File: src/inc/modt_pkg.sv
// Shared constants and types for the modulo overflow timer.
package modt_pkg;
  localparam int unsigned ADDR_W = 5;
  localparam logic [ADDR_W-1:0] OFS_SC = 5'h00;
  localparam logic [ADDR_W-1:0] OFS_CLK = 5'h04;
  localparam logic [ADDR_W-1:0] OFS_CNTH = 5'h08;
  localparam logic [ADDR_W-1:0] OFS_CNTL = 5'h0C;
  localparam logic [ADDR_W-1:0] OFS_MODH = 5'h10;
  localparam logic [ADDR_W-1:0] OFS_MODL = 5'h14;

  // Bit positions in timer_status_control.
  localparam int unsigned SC_OVF_BIT = 7;
  localparam int unsigned SC_OVIE_BIT = 6;
  localparam int unsigned SC_CRST_BIT = 5;
  localparam int unsigned SC_STOP_BIT = 4;

  // Field positions in the clock configuration register.
  localparam int unsigned CLK_SRC_LSB = 4;
  localparam int unsigned CLK_PS_LSB = 0;

  // Clock source select codes.
  localparam logic [1:0] SRC_BUS = 2'h0;
  localparam logic [1:0] SRC_FIXED = 2'h1;
  localparam logic [1:0] SRC_PIN_FALL = 2'h2;
  localparam logic [1:0] SRC_PIN_RISE = 2'h3;

  localparam logic [15:0] COUNT_RST = 16'h0000;
  localparam logic [15:0] MOD_RST = 16'h0000;
  localparam logic [15:0] FREE_WRAP = 16'hFFFF;
  localparam logic [3:0] PS_RST = 4'h0;
  localparam logic [3:0] PS_MAX = 4'h8;
  localparam logic STOP_RST = 1'b1;

  // Index of each input in the synchroniser vector.
  localparam int unsigned SYNC_FIXED = 0;
  localparam int unsigned SYNC_PIN = 1;
  localparam int unsigned SYNC_W = 2;

  typedef struct packed {
    logic read;
    logic write;
    logic [ADDR_W-1:0] address;
    logic [3:0] byteenable;
    logic [31:0] writedata;
  } modt_av_req_t;

  typedef struct packed {
    logic ack;
    logic [7:0] rdata;
    logic stop;
    logic ovie;
    logic ovf;
    logic arm;
    logic [1:0] src;
    logic [3:0] ps;
    logic [7:0] pre;
    logic [15:0] count;
    logic [15:0] modv;
    logic [15:0] mbuf;
    logic goth;
    logic gotl;
    logic pend;
    logic first_done;
    logic [15:0] cbuf;
    logic clat;
    logic cfirst_hi;
  } modt_st_t;

  localparam modt_st_t ST_RST = '{
    ack: 1'b0, rdata: 8'h00, stop: STOP_RST, ovie: 1'b0, ovf: 1'b0,
    arm: 1'b0, src: SRC_BUS, ps: PS_RST, pre: 8'h00, count: COUNT_RST,
    modv: MOD_RST, mbuf: MOD_RST, goth: 1'b0, gotl: 1'b0, pend: 1'b0,
    first_done: 1'b0, cbuf: COUNT_RST, clat: 1'b0, cfirst_hi: 1'b0
  };
endpackage

File: src/core/modt_edge_sync.sv
// Two-stage synchroniser with edge detection for asynchronous inputs.
`timescale 1ns/100ps
module modt_edge_sync #(
  parameter int unsigned W = 2
) (
  input wire logic mclk_in,
  input wire logic rst_in,
  input wire logic [W-1:0] async_in,
  output logic [W-1:0] rise_out,
  output logic [W-1:0] fall_out
);
  typedef struct packed {
    logic [W-1:0] s1;
    logic [W-1:0] s2;
    logic [W-1:0] s3;
  } modt_es_st_t;

  modt_es_st_t st_reg;
  modt_es_st_t st_next;

  // Only s2 and s3 feed the edge logic; s1 may be metastable.
  always_comb
  begin
    st_next = st_reg;
    st_next.s1 = async_in;
    st_next.s2 = st_reg.s1;
    st_next.s3 = st_reg.s2;
  end

  always_ff @(posedge mclk_in)
  begin
    if (rst_in)
    begin
      st_reg <= '0;
    end
    else
    begin
      st_reg <= st_next;
    end
  end

  genvar i;
  generate
    for (i = 0; i < W; i++)
    begin : g_edge
      assign rise_out[i] = st_reg.s2[i] & ~st_reg.s3[i];
      assign fall_out[i] = ~st_reg.s2[i] & st_reg.s3[i];
    end
  endgenerate
endmodule // modt_edge_sync

File: src/core/modt_timer.sv
// Modulo overflow timer with prescaler and Avalon-MM register slave.
//
// Contract
// 16-bit up-counter, 16-bit modulo; stopped, free-running or modulo mode.
// Reset stops counter, zeroes count and modulo, bus clock, divide by one.
// Nonzero modulo counts modulo; zero modulo counts free-running.
// Counter runs only while the stop bit is clear.
// Sources: bus clock, fixed clock, pin rising or pin falling edge.
// Changing source while running keeps the count.
// Prescaler divides by 1 to 256 from the four-bit select.
// Changing prescale while running keeps the count.
// Any modulo from 0x0001 to 0xFFFF sets the overflow point.
// Count rises to the modulo, then wraps to zero next tick.
// Overflow flag sets on the transition from modulo to zero.
// Besides, flag clears only by status read with flag set, then zero write.
// An overflow between that read and write keeps the flag set.
// Writing one to counter reset also clears the overflow flag.
// Interrupt request is high while flag and enable are both set.
// Software clears the flag before setting the interrupt enable.
// Reading one count byte latches both until the other is read.
// Modulo bytes apply together; first write after reset applies now.
// Two-bit source select resets to zero, the bus clock.
// Free-running wraps from 0xFFFF to zero and sets the flag.
// Pin edges are synchronised and edge-selected, one event each.
`timescale 1ns/100ps
module modt_timer (
  input wire logic mclk_in,
  input wire logic rst_in,
  input wire modt_pkg::modt_av_req_t avs_req_in,
  output logic [31:0] avs_readdata_out,
  output logic avs_waitrequest_out,
  input wire logic fixed_frequency_clock_in,
  input wire logic external_count_pin_in,
  output logic overflow_irq_out
);
  modt_pkg::modt_st_t st_reg;
  modt_pkg::modt_st_t st_next;

  logic [modt_pkg::SYNC_W-1:0] rise;
  logic [modt_pkg::SYNC_W-1:0] fall;
  logic take;
  logic rd_take;
  logic wr_take;
  logic src_ev;
  logic [7:0] pmask;
  logic tick;
  logic [15:0] wrap_pt;
  logic ovf_ev;
  logic [7:0] wbyte;
  logic [15:0] new_mod;

  modt_edge_sync #(
    .W(modt_pkg::SYNC_W)
  ) u_sync (
    .mclk_in(mclk_in),
    .rst_in(rst_in),
    .async_in({external_count_pin_in, fixed_frequency_clock_in}),
    .rise_out(rise),
    .fall_out(fall)
  );

  // One wait state: a request is taken on its first edge, answered next.
  assign take = (avs_req_in.read | avs_req_in.write) & ~st_reg.ack;
  assign rd_take = take & avs_req_in.read;
  assign wr_take = take & avs_req_in.write & avs_req_in.byteenable[0];
  assign avs_waitrequest_out = take;
  assign avs_readdata_out = {24'h000000, st_reg.rdata};
  assign wbyte = avs_req_in.writedata[7:0];
  assign overflow_irq_out = st_reg.ovf & st_reg.ovie;

  always_comb
  begin
    unique case (st_reg.src)
      modt_pkg::SRC_BUS: src_ev = 1'b1;
      modt_pkg::SRC_FIXED: src_ev = rise[modt_pkg::SYNC_FIXED];
      modt_pkg::SRC_PIN_FALL: src_ev = fall[modt_pkg::SYNC_PIN];
      modt_pkg::SRC_PIN_RISE: src_ev = rise[modt_pkg::SYNC_PIN];
    endcase
  end

  // Codes above eight divide by 256.
  always_comb
  begin
    pmask = 8'hFF;
    if (st_reg.ps < modt_pkg::PS_MAX)
    begin
      pmask = 8'((9'h001 << st_reg.ps) - 9'h001);
    end
  end

  assign tick = ~st_reg.stop & src_ev &
    ((st_reg.pre & pmask) == pmask);
  assign wrap_pt = (st_reg.modv == modt_pkg::MOD_RST) ?
    modt_pkg::FREE_WRAP : st_reg.modv;
  assign ovf_ev = tick & (st_reg.count == wrap_pt);

  always_comb
  begin
    new_mod = st_reg.mbuf;
    if (avs_req_in.address == modt_pkg::OFS_MODH)
    begin
      new_mod[15:8] = wbyte;
    end
    else
    begin
      new_mod[7:0] = wbyte;
    end
  end

  always_comb
  begin
    st_next = st_reg;
    st_next.ack = take;

    // The prescaler keeps its phase across select changes.
    if (~st_reg.stop & src_ev)
    begin
      st_next.pre = st_reg.pre + 8'h01;
    end
    if (tick)
    begin
      if (ovf_ev)
      begin
        st_next.count = modt_pkg::COUNT_RST;
      end
      else
      begin
        st_next.count = st_reg.count + 16'h0001;
      end
    end
    // A buffered modulo lands on the next count tick, or at once if stopped.
    if (st_reg.pend & (tick | st_reg.stop))
    begin
      st_next.modv = st_reg.mbuf;
      st_next.pend = 1'b0;
    end

    if (rd_take)
    begin
      st_next.rdata = 8'h00;
      unique case (avs_req_in.address)
        modt_pkg::OFS_SC:
        begin
          st_next.rdata[modt_pkg::SC_OVF_BIT] = st_reg.ovf;
          st_next.rdata[modt_pkg::SC_OVIE_BIT] = st_reg.ovie;
          st_next.rdata[modt_pkg::SC_STOP_BIT] = st_reg.stop;
          if (st_reg.ovf)
          begin
            st_next.arm = 1'b1;
          end
        end
        modt_pkg::OFS_CLK:
        begin
          st_next.rdata[modt_pkg::CLK_SRC_LSB+:2] = st_reg.src;
          st_next.rdata[modt_pkg::CLK_PS_LSB+:4] = st_reg.ps;
        end
        modt_pkg::OFS_CNTH, modt_pkg::OFS_CNTL:
        begin
          if (~st_reg.clat)
          begin
            st_next.cbuf = st_reg.count;
            st_next.clat = 1'b1;
            st_next.cfirst_hi = (avs_req_in.address == modt_pkg::OFS_CNTH);
            st_next.rdata = (avs_req_in.address == modt_pkg::OFS_CNTH) ?
              st_reg.count[15:8] : st_reg.count[7:0];
          end
          else
          begin
            st_next.rdata = (avs_req_in.address == modt_pkg::OFS_CNTH) ?
              st_reg.cbuf[15:8] : st_reg.cbuf[7:0];
            if (st_reg.cfirst_hi != (avs_req_in.address ==
                modt_pkg::OFS_CNTH))
            begin
              st_next.clat = 1'b0;
            end
          end
        end
        modt_pkg::OFS_MODH:
        begin
          st_next.rdata = st_reg.modv[15:8];
        end
        modt_pkg::OFS_MODL:
        begin
          st_next.rdata = st_reg.modv[7:0];
        end
        default:
        begin
          st_next.rdata = 8'h00;
        end
      endcase
    end

    if (wr_take)
    begin
      unique case (avs_req_in.address)
        modt_pkg::OFS_SC:
        begin
          st_next.ovie = wbyte[modt_pkg::SC_OVIE_BIT];
          st_next.stop = wbyte[modt_pkg::SC_STOP_BIT];
          st_next.arm = 1'b0;
          if (wbyte[modt_pkg::SC_CRST_BIT])
          begin
            st_next.count = modt_pkg::COUNT_RST;
            st_next.pre = 8'h00;
            st_next.ovf = 1'b0;
            st_next.clat = 1'b0;
            st_next.goth = 1'b0;
            st_next.gotl = 1'b0;
          end
          else if (~wbyte[modt_pkg::SC_OVF_BIT] & st_reg.arm)
          begin
            st_next.ovf = 1'b0;
          end
        end
        modt_pkg::OFS_CLK:
        begin
          st_next.src = wbyte[modt_pkg::CLK_SRC_LSB+:2];
          st_next.ps = wbyte[modt_pkg::CLK_PS_LSB+:4];
        end
        modt_pkg::OFS_MODH, modt_pkg::OFS_MODL:
        begin
          st_next.mbuf = new_mod;
          if (avs_req_in.address == modt_pkg::OFS_MODH)
          begin
            st_next.goth = 1'b1;
          end
          else
          begin
            st_next.gotl = 1'b1;
          end
          if (st_next.goth & st_next.gotl)
          begin
            st_next.goth = 1'b0;
            st_next.gotl = 1'b0;
            if (~st_reg.first_done)
            begin
              // The very first modulo after reset restarts the count.
              st_next.modv = new_mod;
              st_next.count = modt_pkg::COUNT_RST;
              st_next.pre = 8'h00;
              st_next.first_done = 1'b1;
              st_next.pend = 1'b0;
            end
            else
            begin
              st_next.pend = 1'b1;
            end
          end
        end
        default:
        begin
          st_next.arm = st_next.arm;
        end
      endcase
    end

    // An overflow wins over any clear in the same cycle and disarms it.
    if (ovf_ev)
    begin
      st_next.ovf = 1'b1;
      st_next.arm = 1'b0;
    end
  end

  always_ff @(posedge mclk_in)
  begin
    if (rst_in)
    begin
      st_reg <= modt_pkg::ST_RST;
    end
    else
    begin
      st_reg <= st_next;
    end
  end
endmodule // modt_timer

File: config.mk
export PLATFORM = sky130hd
export DESIGN_NAME = modt_timer
export DESIGN_NICKNAME = d
export VERILOG_FILES = /design/src/inc/modt_pkg.sv /design/src/core/modt_edge_sync.sv /design/src/core/modt_timer.sv
export SDC_FILE = /design/constraint.sdc
export NUM_CORES = 1
export LEC_CHECK = 0
export BUFFER_PORTS_ARGS = -buffer_cell sky130_fd_sc_hd__buf_2
export CAP_MARGIN = 20
export CORE_UTILIZATION = 45
export CTS_BUF_LIST = sky130_fd_sc_hd__clkbuf_16
export CTS_CLUSTER_SIZE = 20
export DETAILED_ROUTE_END_ITERATION = 10
export PLACE_DENSITY_LB_ADDON = 0.05
export SLEW_MARGIN = 20
export SYNTH_ARGS = -nofsm -noshare
export SYNTH_HDL_FRONTEND = slang
export SYNTH_HIERARCHICAL = 1
export SYNTH_SLANG_ARGS = --single-unit
File: constraint.sdc
create_clock -name mclk_in -period 2.5 [get_ports mclk_in]
set_clock_uncertainty 0.05 [all_clocks]
set_input_delay 0.375 -clock mclk_in [delete_from_list [all_inputs] [get_ports mclk_in]]
set_output_delay 0.375 -clock mclk_in [all_outputs]
set_load 0.05 [all_outputs]
## After elaboration in Yosys (flattened, before gate mapping)

Index checks and enable logic that the tools add are counted.

- Flip-flop bits (word level): 103
- Bits of input ports: 47

- Add/subtract/negate cells: 3
- Magnitude comparators: 1
- Eq/ne operators: 12
- Shift operators: 1
- Mux-type cells: 51
- Bitwise operators: 24
- Reductions and logical operators: 17

Operators by type and width:

| cell | number |
|---|---|
| 40-bit two-way mux | 2 |
| 68-bit two-way mux | 1 |
| 16-bit two-way mux | 4 |
| 8-bit two-way mux | 7 |
| 24-bit case mux with 2 select lines | 1 |
| 32-bit two-way mux | 1 |
| 24-bit two-way mux | 1 |
| 1-bit two-way mux | 21 |
| 16-bit by 1-bit adder with 16-bit output, second input constant | 1 |
| 16-bit equality test | 1 |
| 16-bit logical NOT | 1 |
| 4-bit case mux with 4 select lines | 1 |
| 1-bit AND | 14 |
| 3-bit AND reduction | 4 |
| 5-bit by 4-bit equality test with 1-bit output, second input constant | 2 |
| 5-bit equality test, second input constant | 2 |
| 2-bit two-way mux | 5 |
| 8-bit by 1-bit adder with 8-bit output, second input constant | 1 |
| 8-bit AND | 1 |
| 8-bit equality test | 1 |
| 1-bit case mux with 4 select lines | 2 |
| 2-bit case mux with 4 select lines | 1 |
| 1-bit by 4-bit left shift with 8-bit output, first input constant | 1 |
| 8-bit by 1-bit subtractor with 8-bit output, second input constant | 1 |
| other kinds (18) | 32 |

## Logic depth before layout (Yosys ltp)

Gate-level depths: netlist (run 1).

- Depth after elaboration: 14
- Gate-level depth with buffers: 13
- Mapped depth without buffers: 10

## By module

Netlist (run 1), hierarchy kept.

By module, submodules not included:

| module | instances | cells each | area an instance (µm²) | sequential area each (µm²) |
|---|---|---|---|---|
| modt_timer | 1 | 611 | 5,263.8 | 1,941.9 |
| modt_edge_sync | 1 | 16 | 182.7 | 120.1 |

## Least setup slack after synthesis (run 1)

Ideal clock, no wire load.

- Path kind: register to register
- Start point: register st_reg[79] (netlist name)
- End point: register st_reg[44] (netlist name)
- Setup time: 0.091 ns
- Data arrival time: 2.657 ns
- Required time: 2.359 ns
- Path slack: -0.297 ns
- Stages on the path, launching flop included: 12
- Buffers on the path: 2
- Path through: dfxtp_1 buf_2 or4b_2 ha_1 xnor2_1 nand3_1 a21oi_1 nor4b_2 o21ai_1 clkbuf_1 nand2_1 a311oi_1

- Word-level cells in the longest chain between the ends: 13

RTL lines:

| element | line | RTL |
|---|---|---|
| start: declaration | modt_timer.sv:36 | `modt_pkg::modt_st_t st_reg;` |
| start signal: assignment | modt_timer.sv:269 | `st_reg <= modt_pkg::ST_RST;` |
| start signal: assignment | modt_timer.sv:273 | `st_reg <= st_next;` |
| 1-bit by 4-bit left shift with 8-bit output | modt_timer.sv:87 | `pmask = 8'((9'h001 << st_reg.ps) - 9'h001);` |
| 8-bit by 1-bit subtractor with 8-bit output | modt_timer.sv:87 |  |
| 8-bit two-way mux * | modt_timer.sv:85 | `if (st_reg.ps < modt_pkg::PS_MAX)` |
| 8-bit AND | modt_timer.sv:92 | `((st_reg.pre & pmask) == pmask);` |
| 8-bit equality test * | modt_timer.sv:92 |  |
| 1-bit AND * | modt_timer.sv:91 | `assign tick = ~st_reg.stop & src_ev &` |
| 1-bit bitwise OR * | modt_timer.sv:132 | `if (st_reg.pend & (tick \| st_reg.stop))` |
| 1-bit AND * | modt_timer.sv:132 |  |
| 16-bit two-way mux * | modt_timer.sv:132 |  |
| 40-bit two-way mux | modt_timer.sv:235 | `if (~st_reg.first_done)` |
| 40-bit two-way mux | modt_timer.sv:231 | `if (st_next.goth & st_next.gotl)` |
| 32-bit two-way mux | modt_timer.sv:195 | `unique case (avs_req_in.address)` |
| 68-bit two-way mux * | modt_timer.sv:193 | `if (wr_take)` |

Mark *: on every way between the ends. The rest lies on a longest branch, timed or not. The select of a mux whose other input is x is not followed.
A chain may end at the register's enable or synchronous reset.

## Worst setup path after layout (run 1)

- Start point: register st_reg[80] (netlist name)
- End point: register st_reg[52] (netlist name)

The elaborated chain is that of the path after synthesis.

==> flow_metrics.tcl, run 1 <==
set metrics [dict create \
    outcome "finished, violations left" \
    violations "DRC, setup timing" \
    cp_max_fo 8 \
    total_leakage_power_nw 2.35 \
    cts_tree "built" \
    p_sw_mw 0.841 \
    wl_met2_um 6690 \
    worstPathRequired_ns 2.72 \
    yosysWarnings 6 \
    fmax_mhz 389 \
    fp.dieH_um 112 \
    drive_gt1_share_pct 22.6 \
    overflow 0 \
    clock_path_buffers 2 \
    comb_power_share_pct 8.9 \
    place_area_um2 5880 \
    root_buffer "clkbuf_16" \
    dr.pass1.iters 9 \
    clk_latency_ns 0.35 \
    drt_iter0_markers 260 \
    grt_antenna_before_repair 0 \
    setup_viol 31 \
    grt_pass1_wl_um 22500 \
    intPower_mw 2.38 \
    crit_arrival_ns 2.79 \
    min_period_ns 2.57 \
    slew_headroom_pct 64.1 \
    multi_input_area_um2 3190 \
    path_cells "or4b_4 > ha_4 > xnor2_1 > a21oi_1 > nor4b_4 > buf_6 > o21a_4 > nand2_1 > a311oi_2" \
    min_period_over_period_pct 103 \
    track_usage_pct 23.4 \
    syn_avg_cell_area_um2 8.69 \
    post-route-drc-count 3 \
    cp_slowest_cell "or4b_4" \
    setup_slack_ns -0.0693 \
    grt_start_max_net_pins 68 \
    initial_core_util_pct 46.8 \
    place_ws_ns -0.0652 \
    port_buffers 29 \
    peakVddDrop_mv 0.280 \
    area_growth_pct 16.5 \
    cts_buffers 9 \
    regArea_um2 2060 \
    switching_share_pct 26.1 \
    dieArea_um2 12500 \
    dr_total_vias 4561 \
    nNetsFinal 721 \
    finalHoldViolations 0 \
    critical_path_class "flip-flop to flip-flop" \
    holdCritPathClass "input port to flip-flop" \
    die_w_um 112 \
    pwr_density_cell_nw_per_um2 509 \
    critPathBufInv 1 \
    end_kind "flip-flop" \
    cpPeakStageDelay_ns 0.55 \
    synth_area_um2 5440 \
    maxSlewViolCount 0 \
    num_antenna_cells 0 \
    viasPerCell 5.58 \
    pin_count 81 \
    num_rows 39 \
    largest_register_ffs 88 \
    dr_wl_met3_um 506 \
    clk_pin_slew_ns 0.07 \
    gp_congestion 0.786 \
    wl_met1_um 6550 \
    rsz0062_at_grt "true" \
    hold_buffers 0 \
    p_clk_share_pct 39.4 \
    synthCells 626 \
    htree_levels 3 \
    cts_sinks 103 \
    tightest_slew_ns 0.534 \
    drv_cap 0 \
    routed.top_layer "met4" \
    ant_nets 0 \
    grt_pass1_vias 4196 \
    wl_um 14100 \
    critPathLaunchType "flip-flop" \
    power.share.sequential_pct 51.7 \
    coreArea_um2 11600 \
    routedWlPerCell_um 17.3 \
    hpwlAfterDp_um 9690 \
    final_area_um2 6340 \
    crit_family "simple AND/OR/NAND/NOR gates" \
    fill_cells 1086 \
]
## through the flow
stage | hold WS, ns | std cells | utilization [%] | setup TNS [ns] | total power, mW
after floorplan | 0.364 | 649 | - | -1.26 | 1.95
after global placement | 0.367 | 797 | 50.6 | -0.432 | 1.98
after detailed placement | 0.379 | 797 | 50.6 | -0.839 | 1.98
after CTS | 0.198 | 816 | 53.9 | -0.0678 | 3.25
after global routing | 0.200 | 817 | 54.6 | -4.18 | 3.35
final | 0.208 | 817 | 54.6 | -0.633 | 3.22
## cells in the final DEF, fill, tap and decap left out, types with 8 or more instances in the layout
master / count
nor2b_1: 26
nand2_1: 80
a22oi_1: 8
a41oi_1: 17
clkbuf_16: 10
buf_4: 50
a21oi_1: 28
conb_1: 24
mux4_2: 9
a311oi_1: 9
nor2_1: 66
xor2_1: 18
xnor2_1: 19
nand4_1: 11
a211oi_1: 26
nand3_1: 9
buf_2: 29
mux2i_1: 25
dfxtp_1: 101
## power by group through the flow
| stage | clock network (mW) | logic, mW | registers [mW] |
|---|---|---|---|
| 6_report | 1.27 | 0.287 | 1.67 |
| 5_1_grt | 1.37 | 0.306 | 1.67 |
| 4_1_cts | 1.29 | 0.285 | 1.67 |
| 3_5_place_dp | 0 | 0.279 | 1.70 |
| 3_3_place_gp | 0 | 0.277 | 1.70 |
| 2_1_floorplan | 0 | 0.253 | 1.70 |
## layout make-up
class,instances,area share [%]
inverter,5,0.296
clock inverter,5,0.434
clock buffer,9,3.55
multi-input combinational,466,50.3
timing repair buffer,86,10.0
tap,143,2.82
sequential,103,32.6
## layer usage
metal,track usage [%],up-vias
met2,36.8,117
met4,10.8,0
met5,0,-
met1,31.9,2156
met3,2.99,25
li1,-,2263
## what timing repair did
| action | in CTS | in global routing |
|---|---|---|
| setup endpoints to repair | 26 | 34 |
| gates cloned | 2 | 1 |
| pin swaps | 12 | 2 |
| gates resized for setup | 17 | 11 |
| buffers inserted | 4 | 0 |
## path summary, 6_finish.rpt
check	startpoint	to	slack [ns]	cells after the start
worst min-delay path	external_count_pin_in	u_sync/st_next[3]$_SDFF_PP0_	0.21	2
worst max register to register	st_reg[80]$_SDFFE_PP0P_	st_reg[52]$_SDFF_PP0_	-0.07	9
worst max-delay path	st_reg[80]$_SDFFE_PP0P_	st_reg[52]$_SDFF_PP0_	-0.07	9
worst min register to register	u_sync/st_next[3]$_SDFF_PP0_	u_sync/st_next[1]$_SDFF_PP0_	0.39	1
No activity file was read; power rests on OpenSTA's default activity.
==> inputs of run 2 (changes only) <==
--- a/config.mk
+++ b/config.mk
@@ -7,13 +7,14 @@
 export LEC_CHECK = 0
 export BUFFER_PORTS_ARGS = -buffer_cell sky130_fd_sc_hd__buf_2
 export CAP_MARGIN = 20
+export CORE_ASPECT_RATIO = 1.25
 export CORE_UTILIZATION = 45
 export CTS_BUF_LIST = sky130_fd_sc_hd__clkbuf_16
 export CTS_CLUSTER_SIZE = 20
 export DETAILED_ROUTE_END_ITERATION = 10
+export MAX_ROUTING_LAYER = met4
 export PLACE_DENSITY_LB_ADDON = 0.05
 export SLEW_MARGIN = 20
 export SYNTH_ARGS = -nofsm -noshare
 export SYNTH_HDL_FRONTEND = slang
-export SYNTH_HIERARCHICAL = 1
 export SYNTH_SLANG_ARGS = --single-unit
==> run 2 against run 1 <==
Effect of this change: area after synthesis is 1.2% higher; clock power is 25% higher; the run ends with setup timing left; largest cell class unchanged; wire length increased by 7.1%; worst setup slack got worse by 0.083 ns; flip-flop and latch count unchanged; sequential share of layout area is 1.2 points lower; sequential power barely moved; final cell count increased by 9.1%; first-iteration DRC count increased by 42%; critical endpoint is now st_reg[60]$_SDFF_PP0_; non-clock buffer count is 6 higher; count of clock-buffer cells in the layout unchanged.
==> flow_metrics.tcl, run 2 <==
set metrics [dict create \
    gp_congestion 0.831 \
    crit_arrival_ns 2.84 \
    layout_common_cells "nand2_1 (137), dfxtp_1 (102), a21oi_1 (69)" \
    multi_input_area_um2 3230 \
    synthMuxAreaShare_pct 4.34 \
    pin_count 81 \
    worstPathRequired_ns 2.69 \
    largest_register_ffs 88 \
    grt_start_max_net_pins 43 \
    synth_top_area_share_pct 37.5 \
    total_leakage_power_nw 2.31 \
    syn_avg_cell_area_um2 8.11 \
    num_rows 44 \
    hpwlAfterDp_um 10800 \
    fp.dieH_um 126 \
    synth_area_um2 5510 \
    grt_antenna_before_repair 0 \
    end_kind "flip-flop" \
    grt_pass1_vias 4587 \
    htree_levels 3 \
    port_buffers 29 \
    track_usage_pct 25.7 \
    initial_core_util_pct 46.7 \
    dr_total_vias 4926 \
    root_buffer "clkbuf_16" \
    clk_latency_ns 0.35 \
    peakVddDrop_mv 0.263 \
    coreArea_um2 11800 \
    yosysWarnings 0 \
    critPathLaunchType "flip-flop" \
    final_common_cell "nand2_1" \
    viasPerCell 5.53 \
    finalHoldViolations 0 \
    place_area_um2 6030 \
    dr.pass1.iters 5 \
    holdCritPathClass "input port to flip-flop" \
    maxSlewViolCount 0 \
    die_w_um 101 \
    cp_slowest_cell "or4_4" \
    dieArea_um2 12700 \
    cts_sinks 103 \
    synth.largest_area_cell "dfxtp_1" \
    drt_iter0_markers 368 \
    yosys.area_share.simple_pct 26.1 \
    drive_gt1_share_pct 24.1 \
    fill_cells 1183 \
    p_sw_mw 0.855 \
    pwr_density_cell_nw_per_um2 540 \
    area_growth_pct 19.6 \
    fmax_mhz 377 \
    overflow 0 \
    grt_pass1_wl_um 24200 \
    ant_nets 0 \
    power.share.sequential_pct 46.8 \
    synth_top_family_by_area "simple AND/OR/NAND/NOR gates" \
    cpPeakStageDelay_ns 0.54 \
    num_antenna_cells 0 \
    synthAdderAreaFrac_pct 0.682 \
    violations "setup timing" \
    setup_slack_ns -0.152 \
    regArea_um2 2060 \
    clk_pin_slew_ns 0.07 \
    outcome "finished, violations left" \
    ys_seq_elements 103 \
    p_clk_share_pct 44.9 \
    synth_ff_type "dfxtp_1" \
    synth.distinct_cells 67 \
    path_common_cell "buf_12" \
    synth_compound_area_share_pct 18.4 \
    synth_edf_count 0 \
    cts_buffers 9 \
    cp_max_fo 17 \
    critical_path_class "flip-flop to flip-flop" \
    min_period_over_period_pct 106 \
    yosysSeqAreaShare_pct 37.5 \
    synth_common_cells "nand2_1 (137), dfxtp_1 (103), a21oi_1 (80), nor2_1 (34), buf_4 (32)" \
    crit_family "simple AND/OR/NAND/NOR gates" \
    rsz0062_at_grt "true" \
    synth_most_common_cell "nand2_1" \
    yosys-top-cells-area "dfxtp_1 (37%), nand2_1 (9.3%), a21oi_1 (7.3%)" \
    final_area_um2 6580 \
    clock_path_buffers 2 \
    critPathBufInv 2 \
    nNetsFinal 775 \
    synthCells 679 \
    path_cells "or4_4 > ha_4 > nor3b_4 > a311oi_1 > a2bb2oi_1 > and4bb_1 > buf_12 > nand4_4 > nor2_4 > buf_12 > nor3_1" \
    synth_xor_area_share_pct 4.45 \
    min_period_ns 2.65 \
    hold_buffers 0 \
    routedWlPerCell_um 17.0 \
    cts_tree "built" \
    post-route-drc-count 0 \
    comb_power_share_pct 8.3 \
    holdWs_ns 0.186 \
    setup_viol 35 \
    intPower_mw 2.70 \
    synthArstFlopShare_pct 0 \
    drv_cap 0 \
    switching_share_pct 24.1 \
    wl_um 15200 \
]
-- run 2: cell families (layout without fill, tap and decap cells) --
family / after synthesis / after routing
DFF: 103 / 103
AOI/OAI and AO/OA: 157 / 157
adders and majority gates: 3 / 3
xor gates and xnor gates: 28 / 28
other: 1 / 24
muxes: 15 / 15
buffers and inverters: 82 / 110
and+or+nand+nor: 290 / 290
-- run 2: routing by layer --
layer  vias to the layer above  wire length (µm)  track usage, %
met2                       120              7710            42.2
met5                         -                 0               -
met3                        25               655            2.77
met1                      2344              6420            32.4
li1                       2437                 -               -
met4                         0               370            9.89
-- run 2: metrics by stage --
stage	utilization, %	std cells	setup TNS (ns)	power, mW	setup slack, ns
6_report	55.9	891	-4.49	3.55	-0.152
3_3_place_gp	51.2	868	-5.46	1.99	-0.206
4_1_cts	55.2	891	-4.38	3.58	-0.145
2_1_floorplan	-	702	-4.28	1.95	-0.223
3_5_place_dp	51.2	868	-7.13	1.99	-0.278
5_1_grt	55.9	891	-8.03	3.67	-0.275
-- run 2: layout make-up --
type / count / share of cell area, %
multi-input combinational: 517 / 49.0
tap: 161 / 3.06
inverter: 2 / 0.114
timing repair buffer: 92 / 11.3
clock buffer: 9 / 3.42
sequential: 103 / 31.3
clock inverter: 7 / 1.71
-- run 2: final timing paths --
kind                                                    from  slack (ns)  cells after the start                           end
worst max-delay path                 st_reg[80]$_SDFFE_PP0P_       -0.15                     11         st_reg[60]$_SDFF_PP0_
worst min-delay path                fixed_frequency_clock_in        0.19                      2  u_sync.st_next[2]$_SDFF_PP0_
worst max register to register       st_reg[80]$_SDFFE_PP0P_       -0.15                     11         st_reg[60]$_SDFF_PP0_
worst min register to register  u_sync.st_next[2]$_SDFF_PP0_        0.39                      1  u_sync.st_next[0]$_SDFF_PP0_
-- run 2: power groups by stage --
stage	Sequential [mW]	Clock (mW)	Combinational, mW
after CTS	1.66	1.62	0.293
after detailed placement	1.70	0	0.291
after global placement	1.70	0	0.290
after global routing	1.67	1.69	0.314
final	1.66	1.59	0.294
after floorplan	1.70	0	0.255
-- run 2: what timing repair did --
item                       4_1_cts  5_1_grt
pin swaps                       12        7
resized for setup                4       16
cloned                           1        0
setup buffers                    6        0
setup endpoints to repair       35       35
==> inputs of run 3 (changes only) <==
--- a/config.mk
+++ b/config.mk
@@ -9,7 +9,7 @@
 export CAP_MARGIN = 20
 export CORE_ASPECT_RATIO = 1.25
 export CORE_UTILIZATION = 45
-export CTS_BUF_LIST = sky130_fd_sc_hd__clkbuf_16
+export CTS_BUF_LIST = sky130_fd_sc_hd__clkbuf_8 sky130_fd_sc_hd__clkbuf_16
 export CTS_CLUSTER_SIZE = 20
 export DETAILED_ROUTE_END_ITERATION = 10
 export MAX_ROUTING_LAYER = met4
==> run 3 against run 2 <==
Effect of this change: the run still ends with setup timing left; non-clock buffer count up 1; count of clock-buffer cells in the layout increased by 1; flip-flop and latch count did not move; core utilization up 1.8 points; first-iteration DRC count decreased by 20%; final cell count increased by 0.11%; wire length increased by 1.1%; combinational power about the same; total power grew 1.0%; critical path type unchanged; largest power group unchanged.
==> flow_metrics.tcl, run 3 (synthesis gave the netlist of run 2 again) <==
set metrics [dict create \
    outcome "finished, violations left" \
    violations "setup timing" \
    routedWlPerCell_um 17.2 \
    cts_sinks 103 \
    crit_arrival_ns 2.89 \
    p_sw_mw 0.860 \
    clk_latency_ns 0.35 \
    min_period_ns 2.70 \
    coreArea_um2 11800 \
    p_clk_share_pct 45.3 \
    min_period_over_period_pct 108 \
    grt_antenna_before_repair 0 \
    track_usage_pct 25.7 \
    root_buffer "clkbuf_16" \
    fill_cells 1145 \
    crit_family "simple AND/OR/NAND/NOR gates" \
    cpPeakStageDelay_ns 0.54 \
    final_common_cell "nand2_1" \
    port_buffers 29 \
    holdCritPathClass "input port to flip-flop" \
    grt_pass1_wl_um 24100 \
    fmax_mhz 370 \
    dr.pass1.iters 5 \
    grt_use_met3_pct 2.77 \
    place_area_um2 6030 \
    setup_tns_ns -5.60 \
    power.share.sequential_pct 46.4 \
    initial_core_util_pct 46.7 \
    grt_start_max_net_pins 43 \
    num_antenna_cells 0 \
    hpwlAfterDp_um 10800 \
    end_kind "flip-flop" \
    pin_count 81 \
    nNetsFinal 776 \
    drt_iter0_markers 295 \
    critical_path_class "flip-flop to flip-flop" \
    intPower_mw 2.73 \
    grt_busiest_layer "met2" \
    pwr_density_cell_nw_per_um2 528 \
    fp.dieH_um 126 \
    maxSlewViolCount 0 \
    setup_viol 35 \
    die_w_um 101 \
    clock_path_buffers 2 \
    largest_register_ffs 88 \
    post-route-drc-count 0 \
    path_cells "or4_4 > ha_4 > nor3b_4 > a311oi_1 > a2bb2oi_1 > and4bb_1 > buf_12 > buf_6 > o21ai_4 > clkbuf_16 > nand2_2 > a21oi_1" \
    drv_cap 0 \
    rsz0062_at_grt "true" \
    use_met1_pct 32.1 \
    cp_max_fo 8 \
    cts_tree "built" \
    area_growth_pct 23.5 \
    dieArea_um2 12700 \
    grt_pass1_vias 4598 \
    peakVddDrop_mv 0.251 \
    power.total_mw 3.59 \
    holdWs_ns 0.184 \
    critPathLaunchType "flip-flop" \
    switching_share_pct 24.0 \
    total_leakage_power_nw 2.35 \
    cp_slowest_cell "or4_4" \
    utilization_pct 57.7 \
    layout_common_cells "nand2_1 (121), dfxtp_1 (102), a21oi_1 (52)" \
    cts_buffers 9 \
    dr_total_vias 4920 \
    critPathBufInv 3 \
    clk_pin_slew_ns 0.07 \
    overflow 0 \
    wl_um 15300 \
    num_rows 44 \
    comb_power_share_pct 8.3 \
    gp_congestion 0.831 \
    finalHoldViolations 0 \
    use_met2_pct 42.3 \
    drive_gt1_share_pct 28.6 \
    htree_levels 3 \
    worstPathRequired_ns 2.69 \
    viasPerCell 5.52 \
    final_area_um2 6800 \
    setup_slack_ns -0.204 \
    ant_nets 0 \
]
run 3: through the flow:
step | setup slack, ns | cells
2_1_floorplan | -0.223 | 702
3_3_place_gp | -0.206 | 868
3_5_place_dp | -0.278 | 868
4_1_cts | -0.145 | 891
5_1_grt | -0.296 | 892
6_report | -0.204 | 892
run 3: worst paths after layout:
kind | slack, ns | endpoint | start | depth (start not counted)
max | -0.20 | st_reg[47]$_SDFF_PP0_ | st_reg[80]$_SDFFE_PP0P_ | 12
min | 0.18 | u_sync.st_next[2]$_SDFF_PP0_ | fixed_frequency_clock_in | 2
max reg2reg | -0.20 | st_reg[47]$_SDFF_PP0_ | st_reg[80]$_SDFFE_PP0P_ | 12
min reg2reg | 0.39 | u_sync.st_next[0]$_SDFF_PP0_ | u_sync.st_next[2]$_SDFF_PP0_ | 1
run 3: power groups by stage:
stage | combinational [mW] | sequential [mW] | clock, mW
final | 0.297 | 1.66 | 1.63
after global routing | 0.316 | 1.67 | 1.71
after CTS | 0.293 | 1.66 | 1.65
after detailed placement | 0.291 | 1.70 | 0
after global placement | 0.290 | 1.70 | 0
after floorplan | 0.255 | 1.70 | 0
run 3: final cells by class:
class,count,area [µm²],share of cell area [%]
Clock buffer,10,239,3.52
Clock inverter,6,109,1.60
Inverter,2,7.51,0.110
Multi-Input combinational cell,517,3400,50.0
Sequential cell,103,2060,30.4
Tap cell,161,201,2.96
Timing Repair Buffer,93,778,11.4
run 3: per-layer routing:
layer / share of wire, % / routed length, µm
met5: 0 / 0
met4: 2.4 / 366
met3: 4.1 / 632
met2: 51 / 7840
met1: 42 / 6490
run 3: timing repair:
| action | 4_1_cts | 5_1_grt |
|---|---|---|
| pin swaps | 12 | 35 |
| cloned | 1 | 1 |
| setup buffers | 6 | 0 |
| setup endpoints to repair | 35 | 35 |
| hold buffers | 0 | 0 |
| gates resized for setup | 4 | 64 |
